File: src/ctpw_params.svh
// Constants for the cascaded timer with pulse and warm-up modes.
// Assumes inclusion by its bare name from the package and modules.
`ifndef CTPW_PARAMS_SVH
`define CTPW_PARAMS_SVH

// System clock period in ns (20 MHz)
`define CTPW_CLK_PERIOD_NS 50
// Counter width and byte width
`define CTPW_CNT_W         16
`define CTPW_BYTE_W        8
// Reset values
`define CTPW_CNT_RST       16'h0000
`define CTPW_FLOP_RST      1'b0
// Idle level of the event pin, used as synchroniser reset value
`define CTPW_PIN_IDLE      1'b1
// Counter step
`define CTPW_CNT_ONE       16'h0001
// Mode encodings on the mode port
`define CTPW_MODE_PPG      1'b0
`define CTPW_MODE_WARM     1'b1
// Warm-up compare keeps only the upper byte
`define CTPW_UPPER_MASK    16'hff00
// Clock source select encodings
`define CTPW_SRC_INT       1'b0
`define CTPW_SRC_EXT       1'b1

`endif

File: src/ctpw_pkg.sv
// Types for the cascaded timer with pulse and warm-up modes.
// Assumes ctpw_params.svh is on the include path.
`include "ctpw_params.svh"

package ctpw_pkg;

    // Byte-wide compare values as written by software
    typedef struct packed {
        logic [`CTPW_BYTE_W-1:0] high;
        logic [`CTPW_BYTE_W-1:0] low;
    } ctpw_cmp_s;

    // Control bits from the timer control registers
    typedef struct packed {
        logic timer_run_bit;
        logic warm_mode;
        logic ext_src;
        logic flop_initial_level;
    } ctpw_ctrl_s;

    // Run state of the counter
    typedef enum logic [1:0] {
        CTPW_ST_IDLE = 2'b01,
        CTPW_ST_RUN  = 2'b10
    } ctpw_state_e;

    // Whole timer state
    typedef struct packed {
        ctpw_state_e             st;
        logic [`CTPW_CNT_W-1:0]  count;
        logic                    output_toggle_flop;
        logic                    irq;
        logic                    pulse_n;
        logic                    run_seen;
        logic                    last_init;
    } ctpw_state_s;

    // Edge detector state
    typedef struct packed {
        logic s1;
        logic s2;
        logic prev;
        logic fall;
    } ctpw_sync_s;

endpackage

File: src/ctpw_timer.sv
// Summary of operation
// - Two bytes chain into one 16-bit up-counter
// - Pulse mode: duty match toggles flop, counting continues
// - Pulse mode: period match toggles, clears, raises interrupt
// - Flop loads initial level in pulse mode only; reset clears it
// - Pulse pin is inverse of flop
// - Compare writes act at once, unbuffered
// - Stopping holds pin; level changes after stop
// - Warm-up compares upper period byte only
// - Warm-up match clears counter, raises interrupt
// - Slow clock warm-up times follow compare value
// - Fast clock warm-up times follow compare value
//
// Cascaded 16-bit timer: pulse-generation and warm-up counter modes.
// Assumes internal tick from a same-clock prescaler, pin event asynchronous.
`timescale 1ns/100ps
`include "ctpw_params.svh"

module ctpw_timer
    import ctpw_pkg::*;
#(
    parameter int CNT_W = `CTPW_CNT_W
) (
    // Clock and reset
    input  wire logic       clk_sys_in,
    input  wire logic       nrst_in,
    // Control bits
    input  wire ctpw_ctrl_s ctrl_in,
    // Compare registers, written low byte first by software
    input  wire ctpw_cmp_s  duty_compare_in,
    input  wire ctpw_cmp_s  period_compare_in,
    // Count sources
    input  wire logic       int_tick_in,
    input  wire logic       event_input_pin_in,
    // Outputs
    output logic            pulse_output_n_out,
    output logic            timer_match_irq_out,
    output logic [CNT_W-1:0] count_out
);

    ctpw_state_s st_q;
    ctpw_state_s st_d;
    logic        ev_fall;
    logic        step;
    logic [CNT_W-1:0] duty_v;
    logic [CNT_W-1:0] per_v;
    logic        duty_hit;
    logic        per_hit;

    // Pin event through two flops before use
    ctpw_event_sync u_sync (
        .clk_sys_in (clk_sys_in),
        .nrst_in    (nrst_in),
        .pin_in     (event_input_pin_in),
        .fall_out   (ev_fall)
    );

    // Compare values used directly, no shadow copy
    assign duty_v = {duty_compare_in.high, duty_compare_in.low};
    assign per_v  = {period_compare_in.high, period_compare_in.low};
    // Source select of the counting edge
    assign step   = (ctrl_in.ext_src == `CTPW_SRC_EXT) ? ev_fall : int_tick_in;
    assign duty_hit = (st_q.count == duty_v);
    // Warm-up ignores low compare byte
    assign per_hit  = (ctrl_in.warm_mode == `CTPW_MODE_WARM)
                      ? ((st_q.count & `CTPW_UPPER_MASK) == (per_v & `CTPW_UPPER_MASK))
                      : (st_q.count == per_v);

    // Next-state logic
    always_comb begin
        st_d     = st_q;
        st_d.irq = 1'b0;
        unique case (st_q.st)
            CTPW_ST_IDLE: begin
                // A new initial level after a stop re-arms the load
                if (ctrl_in.flop_initial_level != st_q.last_init) begin
                    st_d.run_seen = 1'b0;
                end
                // Stopped: flop follows initial level only in pulse mode
                if (ctrl_in.warm_mode == `CTPW_MODE_PPG && st_d.run_seen == 1'b0) begin
                    st_d.output_toggle_flop = ctrl_in.flop_initial_level;
                end
                if (ctrl_in.timer_run_bit) begin
                    st_d.st       = CTPW_ST_RUN;
                    st_d.count    = `CTPW_CNT_RST;
                    st_d.run_seen = 1'b0;
                end
            end
            CTPW_ST_RUN: begin
                if (!ctrl_in.timer_run_bit) begin
                    // Hold pin level at stop
                    st_d.st       = CTPW_ST_IDLE;
                    st_d.run_seen = 1'b1;
                end else if (step) begin
                    if (per_hit) begin
                        // Period match clears and interrupts
                        st_d.count = `CTPW_CNT_RST;
                        st_d.irq   = 1'b1;
                        if (ctrl_in.warm_mode == `CTPW_MODE_PPG) begin
                            st_d.output_toggle_flop = ~st_q.output_toggle_flop;
                        end
                    end else begin
                        // Up-count of the chained halves
                        st_d.count = st_q.count + `CTPW_CNT_ONE;
                        if (ctrl_in.warm_mode == `CTPW_MODE_PPG && duty_hit) begin
                            st_d.output_toggle_flop = ~st_q.output_toggle_flop;
                        end
                    end
                end
            end
            // Illegal one-hot code falls back to idle
            default: begin
                st_d.st = CTPW_ST_IDLE;
            end
        endcase
        // Level mirror for change detection after a stop
        st_d.last_init = ctrl_in.flop_initial_level;
        // Pin is the inverse of the flop
        st_d.pulse_n = ~st_d.output_toggle_flop;
    end

    // State register; reset clears the flop
    always_ff @(posedge clk_sys_in or negedge nrst_in) begin
        if (!nrst_in) begin
            st_q.st                 <= CTPW_ST_IDLE;
            st_q.count              <= `CTPW_CNT_RST;
            st_q.output_toggle_flop <= `CTPW_FLOP_RST;
            st_q.irq                <= 1'b0;
            st_q.pulse_n            <= ~`CTPW_FLOP_RST;
            st_q.run_seen           <= 1'b0;
            st_q.last_init          <= `CTPW_FLOP_RST;
        end else begin
            st_q <= st_d;
        end
    end

    assign pulse_output_n_out  = st_q.pulse_n;
    assign timer_match_irq_out = st_q.irq;
    assign count_out           = st_q.count;

    // Checks on the system clock, quiet during reset
    // Pin drive mirrors the flop inverted
    AST_PIN_INV: assert property (@(posedge clk_sys_in) disable iff (!nrst_in)
        pulse_output_n_out == ~st_q.output_toggle_flop)
        else $error("pulse pin not inverse of flop");
    // Interrupt lasts exactly one cycle
    AST_IRQ_PULSE: assert property (@(posedge clk_sys_in) disable iff (!nrst_in)
        timer_match_irq_out |=> !timer_match_irq_out)
        else $error("interrupt longer than one cycle");
    // Interrupt only alongside a cleared counter
    AST_IRQ_CLR: assert property (@(posedge clk_sys_in) disable iff (!nrst_in)
        timer_match_irq_out |-> count_out == `CTPW_CNT_RST)
        else $error("interrupt without counter clear");
    // Full period match in pulse mode interrupts and clears
    AST_PER_HIT: assert property (@(posedge clk_sys_in) disable iff (!nrst_in)
        (st_q.st == CTPW_ST_RUN && ctrl_in.timer_run_bit && step
         && ctrl_in.warm_mode == `CTPW_MODE_PPG && count_out == per_v)
        |=> (timer_match_irq_out && count_out == `CTPW_CNT_RST))
        else $error("period match missed");
    // Period match in pulse mode inverts the flop
    AST_PER_TOG: assert property (@(posedge clk_sys_in) disable iff (!nrst_in)
        (st_q.st == CTPW_ST_RUN && ctrl_in.timer_run_bit && step
         && ctrl_in.warm_mode == `CTPW_MODE_PPG && count_out == per_v)
        |=> st_q.output_toggle_flop != $past(st_q.output_toggle_flop))
        else $error("period match did not toggle");
    // Duty match inverts the flop
    AST_DUTY_TOG: assert property (@(posedge clk_sys_in) disable iff (!nrst_in)
        (st_q.st == CTPW_ST_RUN && ctrl_in.timer_run_bit && step && duty_hit && !per_hit
         && ctrl_in.warm_mode == `CTPW_MODE_PPG)
        |=> st_q.output_toggle_flop != $past(st_q.output_toggle_flop))
        else $error("duty match did not toggle");
    // Duty match keeps counting, with no clear and no interrupt
    AST_DUTY_KEEP: assert property (@(posedge clk_sys_in) disable iff (!nrst_in)
        (st_q.st == CTPW_ST_RUN && ctrl_in.timer_run_bit && step && ctrl_in.warm_mode == `CTPW_MODE_PPG
         && count_out == duty_v && count_out != per_v)
        |=> (!timer_match_irq_out && count_out == $past(count_out) + `CTPW_CNT_ONE))
        else $error("duty match stopped the count");
    // A step without a period match advances the count
    AST_COUNT_UP: assert property (@(posedge clk_sys_in) disable iff (!nrst_in)
        (st_q.st == CTPW_ST_RUN && ctrl_in.timer_run_bit && step && !per_hit)
        |=> count_out == $past(count_out) + `CTPW_CNT_ONE)
        else $error("counter did not advance");
    // No step, no change of count
    AST_NO_STEP_HOLD: assert property (@(posedge clk_sys_in) disable iff (!nrst_in)
        (st_q.st == CTPW_ST_RUN && ctrl_in.timer_run_bit && !step)
        |=> $stable(count_out))
        else $error("counter moved without a step");
    // Warm-up: upper byte match interrupts and clears
    AST_WARM_HIT: assert property (@(posedge clk_sys_in) disable iff (!nrst_in)
        (st_q.st == CTPW_ST_RUN && ctrl_in.timer_run_bit && step && ctrl_in.warm_mode == `CTPW_MODE_WARM
         && count_out[CNT_W-1:`CTPW_BYTE_W] == period_compare_in.high)
        |=> (timer_match_irq_out && count_out == `CTPW_CNT_RST))
        else $error("warm-up match missed");
    // Warm-up: the low byte alone never makes a match
    AST_WARM_LOW: assert property (@(posedge clk_sys_in) disable iff (!nrst_in)
        (st_q.st == CTPW_ST_RUN && ctrl_in.timer_run_bit && step && ctrl_in.warm_mode == `CTPW_MODE_WARM
         && count_out[CNT_W-1:`CTPW_BYTE_W] != period_compare_in.high)
        |=> !timer_match_irq_out)
        else $error("warm-up match on low byte");
    // Warm-up leaves the flop alone
    AST_WARM_NOTOG: assert property (@(posedge clk_sys_in) disable iff (!nrst_in)
        (st_q.st == CTPW_ST_RUN && ctrl_in.warm_mode == `CTPW_MODE_WARM)
        |=> $stable(st_q.output_toggle_flop))
        else $error("flop moved in warm-up mode");
    // Stopping holds the pin
    AST_STOP_HOLD: assert property (@(posedge clk_sys_in) disable iff (!nrst_in)
        (st_q.st == CTPW_ST_RUN && !ctrl_in.timer_run_bit)
        |=> $stable(pulse_output_n_out))
        else $error("pin changed on stop");
    // Stopped counter keeps its value
    AST_IDLE_HOLD: assert property (@(posedge clk_sys_in) disable iff (!nrst_in)
        (st_q.st == CTPW_ST_IDLE && !ctrl_in.timer_run_bit) |=> $stable(count_out))
        else $error("counter moved while stopped");
    // Run bit from idle starts the count at zero
    AST_START_CLR: assert property (@(posedge clk_sys_in) disable iff (!nrst_in)
        (st_q.st == CTPW_ST_IDLE && ctrl_in.timer_run_bit)
        |=> (st_q.st == CTPW_ST_RUN && count_out == `CTPW_CNT_RST))
        else $error("start did not clear the counter");
    // No interrupt while stopped
    AST_IDLE_NO_IRQ: assert property (@(posedge clk_sys_in) disable iff (!nrst_in)
        st_q.st == CTPW_ST_IDLE |-> !timer_match_irq_out)
        else $error("interrupt while stopped");
    // Interrupt only after a counting step
    AST_IRQ_CAUSE: assert property (@(posedge clk_sys_in) disable iff (!nrst_in)
        timer_match_irq_out |-> $past(step))
        else $error("interrupt without a step");
    // Armed flop takes the initial level while stopped
    AST_FLOP_LOAD: assert property (@(posedge clk_sys_in) disable iff (!nrst_in)
        (st_q.st == CTPW_ST_IDLE && ctrl_in.warm_mode == `CTPW_MODE_PPG
         && (!st_q.run_seen || ctrl_in.flop_initial_level != st_q.last_init))
        |=> st_q.output_toggle_flop == $past(ctrl_in.flop_initial_level))
        else $error("flop did not load initial level");

endmodule // ctpw_timer

File: src/ctpw_event_sync.sv
// Event pin synchroniser and falling-edge detector.
// Assumes an asynchronous pin input and a single system clock.
`timescale 1ns/100ps
`include "ctpw_params.svh"

module ctpw_event_sync
    import ctpw_pkg::*;
(
    // Clock and reset
    input  wire logic clk_sys_in,
    input  wire logic nrst_in,
    // Pin and edge pulse
    input  wire logic pin_in,
    output logic      fall_out
);

    ctpw_sync_s s_q;
    ctpw_sync_s s_d;

    // Two stages, then edge detect on the second stage only
    always_comb begin
        s_d      = s_q;
        s_d.s1   = pin_in;
        s_d.s2   = s_q.s1;
        s_d.prev = s_q.s2;
        s_d.fall = s_q.prev & ~s_q.s2;
    end

    // State register
    always_ff @(posedge clk_sys_in or negedge nrst_in) begin
        if (!nrst_in) begin
            // Reset to the pin's idle level, so no false edge follows reset
            s_q <= '{s1: `CTPW_PIN_IDLE, s2: `CTPW_PIN_IDLE, prev: `CTPW_PIN_IDLE, fall: 1'b0};
        end else begin
            s_q <= s_d;
        end
    end

    assign fall_out = s_q.fall;

endmodule // ctpw_event_sync

File: config.mk
export PLATFORM = sky130hd
export DESIGN_NAME = ctpw_timer
export DESIGN_NICKNAME = d
export VERILOG_FILES = /design/src/ctpw_pkg.sv /design/src/ctpw_timer.sv /design/src/ctpw_event_sync.sv
export VERILOG_INCLUDE_DIRS = /design/src
export SDC_FILE = /design/constraint.sdc
export NUM_CORES = 1
export LEC_CHECK = 0
export BUFFER_PORTS_ARGS = -buffer_cell sky130_fd_sc_hd__buf_2
export CORE_ASPECT_RATIO = 0.7
export CORE_MARGIN = 5
export CORE_UTILIZATION = 52
export CTS_CLUSTER_DIAMETER = 100
export CTS_CLUSTER_SIZE = 30
export DETAILED_ROUTE_END_ITERATION = 6
export HOLD_SLACK_MARGIN = 0.15
export PLACE_DENSITY_LB_ADDON = 0.15
export SKIP_LAST_GASP = 1
export SYNTH_ARGS = -nofsm -noshare
export SYNTH_HDL_FRONTEND = slang
export SYNTH_HIERARCHICAL = 1
export SYNTH_SLANG_ARGS = --single-unit
File: constraint.sdc
create_clock -name clk_sys_in -period 2.05 [get_ports clk_sys_in]
set_input_delay 0.41 -clock clk_sys_in [delete_from_list [all_inputs] [get_ports clk_sys_in]]
set_output_delay 0.41 -clock clk_sys_in [all_outputs]
set_load 0.03 [all_outputs]
==> flow_summary.json, run 1 <==
{
  "outcome": "completed",
  "path_cells": "inv_1 > ha_1 > o211ai_2 > nor3_1 > a21o_1 > a22o_1",
  "drc": 0,
  "crit_type": "reg -> reg",
  "cp_slowest_stage_delay_ns": 0.56,
  "netlist_instances": 211,
  "track_usage": 0.190,
  "clock_path_buffers": 2,
  "grt_pass1_vias": 1544,
  "rsz0062_at_grt": "no",
  "synth_top_area_frac": 0.277,
  "slowest_stage": "dfstp_2",
  "ir_worst_vdd_v": 0.000410,
  "seq_area_um2": 682,
  "synthTopCellsByArea": "dfrtp_1 (28%), xnor2_1 (15%), dfstp_2 (6.6%), buf_4 (6.4%), nand2_1 (4.0%)",
  "ys.flop_type": "dfrtp_1",
  "final_antenna_net_count": 0,
  "post-dp-hpwl_mm": 3.75,
  "tightest_slew_ns": 0.620,
  "synth_cell_types": 45,
  "cap_violations": 0,
  "drv_slew": 0,
  "fmax_mhz": 515,
  "die_x_um": 83.9,
  "synth-seq-cells": 27,
  "cts-root-buf": "clkbuf_8",
  "cts_max_level": 1,
  "cts_num_sinks": 27,
  "worstPathArrival_ns": 2.12,
  "antennaDiodeCount": 0,
  "worstSkewPairLatency_ns": 0.28,
  "finalCritPeriodShare": 0.948,
  "end_kind": "flop",
  "grt_pass1_wl_mm": 7.64,
  "start_util": 0.551,
  "holdWs_ns": 0.137,
  "place.port_buffers": 57,
  "p_per_area_nw_per_um2": 671,
  "clk_pin_slew_worst_paths_ns": 0.09,
  "setup_violations": 0,
  "drt_pass1_iterations": 4,
  "gp_congestion": 0.799,
  "numCtsBuffers": 3,
  "cts_tree": "done",
  "dieArea_um2": 5180,
  "die_y_um": 61.7,
  "ios": 58,
  "routed_via_density": 5.48,
  "grt_start_max_net_pins": 28,
  "grt_overflow": 0,
  "worstSetupStartpointType": "flop",
  "clock_skew_ns": 0.00165,
  "netlist_area_um2": 1990,
  "hold_path.class": "in -> async",
  "wl_per_cell_um": 15.6,
  "path_max_fanout": 12,
  "async_flop_share": 1.00,
  "rows": 18,
  "synth_nets": 254,
  "synth_edf_count": 0,
  "synth_area_per_cell_um2": 9.42,
  "vias": 1677,
  "nets": 300,
  "syn2layout_area_growth_pct": 15.9,
  "synth_top_cell_by_area": "dfrtp_1",
  "cp.required_ns": 2.22,
  "multiInputGateArea_um2": 1080,
  "core_area_um2": 3600,
  "relSlewSlack": 0.586,
  "routed_wirelength_mm": 4.77,
  "drive_gt1_frac": 0.379,
  "setup_tns_ns": 0,
  "antenna_found_initial": 0,
  "min_period_ns": 1.94,
  "seq_area_frac_synth": 0.343,
  "hold_violations": 0,
  "power.leakage_nw": 1.07,
  "yosys_warnings": 6,
  "fillers": 318,
  "dr.first_iter.drc_count": 102
}
[cell families after synthesis]
group	synth area share
buffers and inverters	0.113
muxes	0.0170
and+or+nand+nor	0.190
adders and majority gates	0.0189
xor gates and xnor gates	0.150
AOI/OAI and AO/OA	0.169
DFF	0.343
[critical path: cells and delay by family, from the launching register on]
family | cells | cell delay, ns
flops | 1 | 0.56
compound gates | 3 | 0.88
simple gates | 1 | 0.11
buf+inv | 1 | 0.04
fa+ha+maj | 1 | 0.24
[per-layer routing]
| layer | track usage | share of wire |
|---|---|---|
| met3 | 0.0487 | 0.049 |
| met4 | 0.0367 | 0.0065 |
| met2 | 0.287 | 0.44 |
| met5 | 0 | 0 |
| met1 | 0.279 | 0.50 |
[path summary, 6_finish.rpt]
kind	from	endpoint	slack, ns	depth (start not counted)
min in group clk_sys_in	event_input_pin_in	u_sync/s_d[2]$_DFF_PN1_	0.22	1
min	nrst_in	count_out[0]$_DFFE_PN0P_	0.14	1
min reg2reg	u_sync/s_d[2]$_DFF_PN1_	u_sync/s_d[1]$_DFF_PN1_	0.36	0
max in group asynchronous	nrst_in	timer_match_irq_out$_DFF_PN0_	1.51	1
max reg2reg	st_q[21]$_DFFE_PN1P_	count_out[3]$_DFFE_PN0P_	0.11	6
max	st_q[21]$_DFFE_PN1P_	count_out[3]$_DFFE_PN0P_	0.11	6
[registers in the layout, summed over array words and instances (netlist names), named ones only]
name	cells
count_out	16
st_q	4
u_sync/s_d	2
pulse_output_n_out	1
timer_match_irq_out	1
u_sync/fall_out	1
u_sync/s_q	1
[power breakdown]
group | switching, mW | leakage [nW] | internal [mW]
sequential | 0.0501 | 0.354 | 0.601
clock | 0.172 | 0.0228 | 0.140
combinational | 0.321 | 0.694 | 0.262
[cell type report]
type                            instances  share of cell area
Tap cell                               50              0.0272
Clock buffer                            4              0.0196
Multi-Input combinational cell        149               0.471
Timing Repair Buffer                   73               0.182
Inverter                                3             0.00489
Sequential cell                        27               0.296
[cell usage after synthesis, types with 2 or more instances]
| master | number |
|---|---|
| a41oi_1 | 2 |
| clkbuf_1 | 2 |
| nand3b_1 | 3 |
| dfrtp_1 | 22 |
| nor4_1 | 2 |
| ha_1 | 3 |
| nand3_2 | 2 |
| a22o_1 | 7 |
| nand4_2 | 2 |
| buf_4 | 17 |
| nand4_1 | 6 |
| a21oi_1 | 7 |
| a31oi_1 | 6 |
| clkbuf_2 | 2 |
| o21ai_1 | 4 |
| nor3_1 | 5 |
| xnor2_1 | 33 |
| nor2_1 | 6 |
| buf_2 | 9 |
| o21ai_0 | 3 |
| inv_1 | 3 |
| buf_6 | 2 |
| dfstp_2 | 5 |
| and3_4 | 2 |
| nor2b_1 | 3 |
| nor3b_1 | 2 |
| mux2_2 | 3 |
| nand3_1 | 5 |
| a21o_1 | 5 |
| nand2_1 | 21 |
| o21a_1 | 3 |
[layout by cell type (no fill, tap or decap), types with 3 or more instances in the layout]
| cell type | instances |
|---|---|
| a21o_1 | 5 |
| a21oi_1 | 7 |
| a22o_1 | 7 |
| a31oi_1 | 6 |
| buf_2 | 57 |
| buf_4 | 15 |
| clkbuf_8 | 3 |
| dfrtp_1 | 22 |
| dfstp_2 | 5 |
| ha_1 | 3 |
| inv_1 | 3 |
| mux2_2 | 3 |
| nand2_1 | 21 |
| nand3_1 | 5 |
| nand3b_1 | 3 |
| nand4_1 | 6 |
| nor2_1 | 5 |
| nor2b_1 | 3 |
| nor3_1 | 5 |
| o21a_1 | 3 |
| o21ai_0 | 3 |
| o21ai_1 | 4 |
| xnor2_1 | 33 |
[through the flow]
step	setup WS, ns	power [mW]	instances	instance area (um2)	util
after global placement	0.0934	1.23	302	2250	0.626
after CTS	0.108	1.55	306	2300	0.638
after detailed placement	0.0741	1.24	302	2250	0.626
after floorplan	0.234	1.04	211	1990	-
after global routing	0.00373	1.64	306	2300	0.639
final	0.106	1.55	306	2300	0.639
[timing repair]
action / in CTS / in global routing
hold buffers: 0 / 0
setup endpoints to repair: 0 / 2
buffers inserted: 0 / 0
resized for setup: 0 / 1
Power figures use the tool's default switching activity.
==> inputs of run 2 (changes only) <==
--- a/config.mk
+++ b/config.mk
@@ -6,7 +6,8 @@
 export SDC_FILE = /design/constraint.sdc
 export NUM_CORES = 1
 export LEC_CHECK = 0
-export BUFFER_PORTS_ARGS = -buffer_cell sky130_fd_sc_hd__buf_2
+export ABC_CLOCK_PERIOD_IN_PS = 2050
+export BUFFER_PORTS_ARGS = -buffer_cell sky130_fd_sc_hd__buf_4
 export CORE_ASPECT_RATIO = 0.7
 export CORE_MARGIN = 5
 export CORE_UTILIZATION = 52
==> constraint.sdc (replaced) <==
create_clock -name clk_sys_in -period 2.05 [get_ports clk_sys_in]
set_input_delay 0.1025 -clock clk_sys_in [delete_from_list [all_inputs] [get_ports clk_sys_in]]
set_output_delay 0.1025 -clock clk_sys_in [all_outputs]
set_load 0.03 [all_outputs]
==> run 2 against run 1 <==
Combinational power grew 6.3%. Via count down 1.2%. Register-to-register slack better by 0.05 ns. Largest power group unchanged.
==> flow_summary.json, run 2 (synthesis gave the netlist of run 1 again) <==
{
  "outcome": "completed",
  "min_period_ns": 1.89,
  "vias": 1657,
  "routed_wirelength_mm": 4.94,
  "track_usage": 0.199,
  "final_cell_mix": "buf_4 (70), xnor2_1 (33), dfrtp_1 (22), nand2_1 (21)",
  "gp_congestion": 0.809,
  "grt_pass1_wl_mm": 7.90,
  "fmax_mhz": 528,
  "rows": 18,
  "clock_skew_ns": 0.00492,
  "power.leakage_nw": 1.12,
  "post-dp-hpwl_mm": 3.87,
  "hold_path.class": "in -> reg",
  "ir_worst_vdd_v": 0.000453,
  "place_area_um2": 2400,
  "start_util": 0.551,
  "worstPathArrival_ns": 2.06,
  "syn2layout_area_growth_pct": 25.2,
  "clock_path_buffers": 2,
  "cts_num_sinks": 27,
  "reg2reg_from": "count_out[0]$_DFFE_PN0P_",
  "largest_reg_flops": 16,
  "p_per_area_nw_per_um2": 639,
  "cp.required_ns": 2.22,
  "fillers": 301,
  "dpl.cell_count": 301,
  "cts_tree": "done",
  "hold_end": "timer_match_irq_out$_DFF_PN0_",
  "cts_max_level": 1,
  "grt_pass1_vias": 1593,
  "dieArea_um2": 5180,
  "r2r_setup_slack_ns": 0.16,
  "hold_violations": 0,
  "nets": 303,
  "setup_tns_ns": 0,
  "wl_per_cell_um": 16.0,
  "end_kind": "flop",
  "final_util": 0.690,
  "antenna_found_initial": 0,
  "finalCritPeriodShare": 0.923,
  "worst_slack_ns": 0.157,
  "clk_pin_slew_worst_paths_ns": 0.09,
  "dr.first_iter.drc_count": 87,
  "min_delay_path_depth": 4,
  "grt_overflow": 0,
  "path_max_fanout": 6,
  "slowest_stage": "dfrtp_1",
  "final_antenna_net_count": 0,
  "rsz0062_at_grt": "no",
  "die_x_um": 83.9,
  "drc": 0,
  "multiInputGateArea_um2": 1080,
  "final_area_um2": 2490,
  "worstSkewPairLatency_ns": 0.28,
  "place.port_buffers": 57,
  "ios": 58,
  "drv_slew": 0,
  "rr_endpoint": "count_out[14]$_DFFE_PN0P_",
  "rr_worst_depth": 5,
  "cap_violations": 0,
  "tightest_slew_ns": 0.369,
  "worstHoldStart": "ctrl_in[2]",
  "path_cells": "ha_1 > and3_4 > nand3_2 > o311a_1 > a221o_1",
  "place_ws_ns": 0.161,
  "crit_type": "reg -> reg",
  "routed_via_density": 5.36,
  "seq_area_um2": 682,
  "layout.cells.non_filler": 309,
  "setup_violations": 0,
  "cts-root-buf": "clkbuf_8",
  "antennaDiodeCount": 0,
  "worstSetupStartpointType": "flop",
  "drive_gt1_frac": 0.367,
  "relSlewSlack": 0.753,
  "drt_pass1_iterations": 4,
  "grt_start_max_net_pins": 28,
  "final_common_cell": "buf_4",
  "cp_slowest_stage_delay_ns": 0.49,
  "numCtsBuffers": 3,
  "die_y_um": 61.7,
  "core_area_um2": 3600
}
## run 2: how the worst max path moves through the flow
stage               cells after the start                   endpoint  slack [ns]                      from
global route                            7   count_out[8]$_DFFE_PN0P_        0.01  count_out[9]$_DFFE_PN0P_
floorplan                               8   count_out[0]$_DFFE_PN0P_        0.23      st_q[21]$_DFFE_PN1P_
CTS                                     5  count_out[14]$_DFFE_PN0P_        0.15  count_out[0]$_DFFE_PN0P_
finish                                  5  count_out[14]$_DFFE_PN0P_        0.16  count_out[0]$_DFFE_PN0P_
global placement                        5  count_out[14]$_DFFE_PN0P_        0.19  count_out[0]$_DFFE_PN0P_
detailed placement                      5  count_out[14]$_DFFE_PN0P_        0.16  count_out[0]$_DFFE_PN0P_
## run 2: layout make-up
cell class	instances	area share
Clock buffer	4	0.0181
Tap cell	50	0.0252
Timing Repair Buffer	76	0.243
Sequential cell	27	0.274
Multi-Input combinational cell	149	0.435
Inverter	3	0.00453
## run 2: repair_timing
action	CTS	global route
setup buffers	0	0
gates resized for setup	0	0
hold buffers	4	0
hold endpoints to repair	32	0
## run 2: report_power, final
| group | switching, mW | internal (mW) |
|---|---|---|
| sequential | 0.0554 | 0.601 |
| clock | 0.173 | 0.140 |
| combinational | 0.320 | 0.300 |
## run 2: through the flow
| step | hold slack (ns) | total power, mW |
|---|---|---|
| final | 0.258 | 1.59 |
| after global routing | 0.260 | 1.69 |
| after CTS | 0.249 | 1.60 |
| after detailed placement | 0.0409 | 1.28 |
| after global placement | 0.0368 | 1.26 |
| after floorplan | -0.193 | 1.04 |
## run 2: per-layer routing
metal / GRT usage / wire (um)
met1: 0.282 / 2370
met2: 0.308 / 2210
met3: 0.0487 / 291
met4: 0.0550 / 69
met5: 0 / 0
## run 2: worst max-delay path: cells and delay by family, from the launching register on
kind | cells | cell delay, ns
flops | 1 | 0.49
fa+ha+maj | 1 | 0.31
compound gates | 2 | 0.63
simple gates | 2 | 0.37
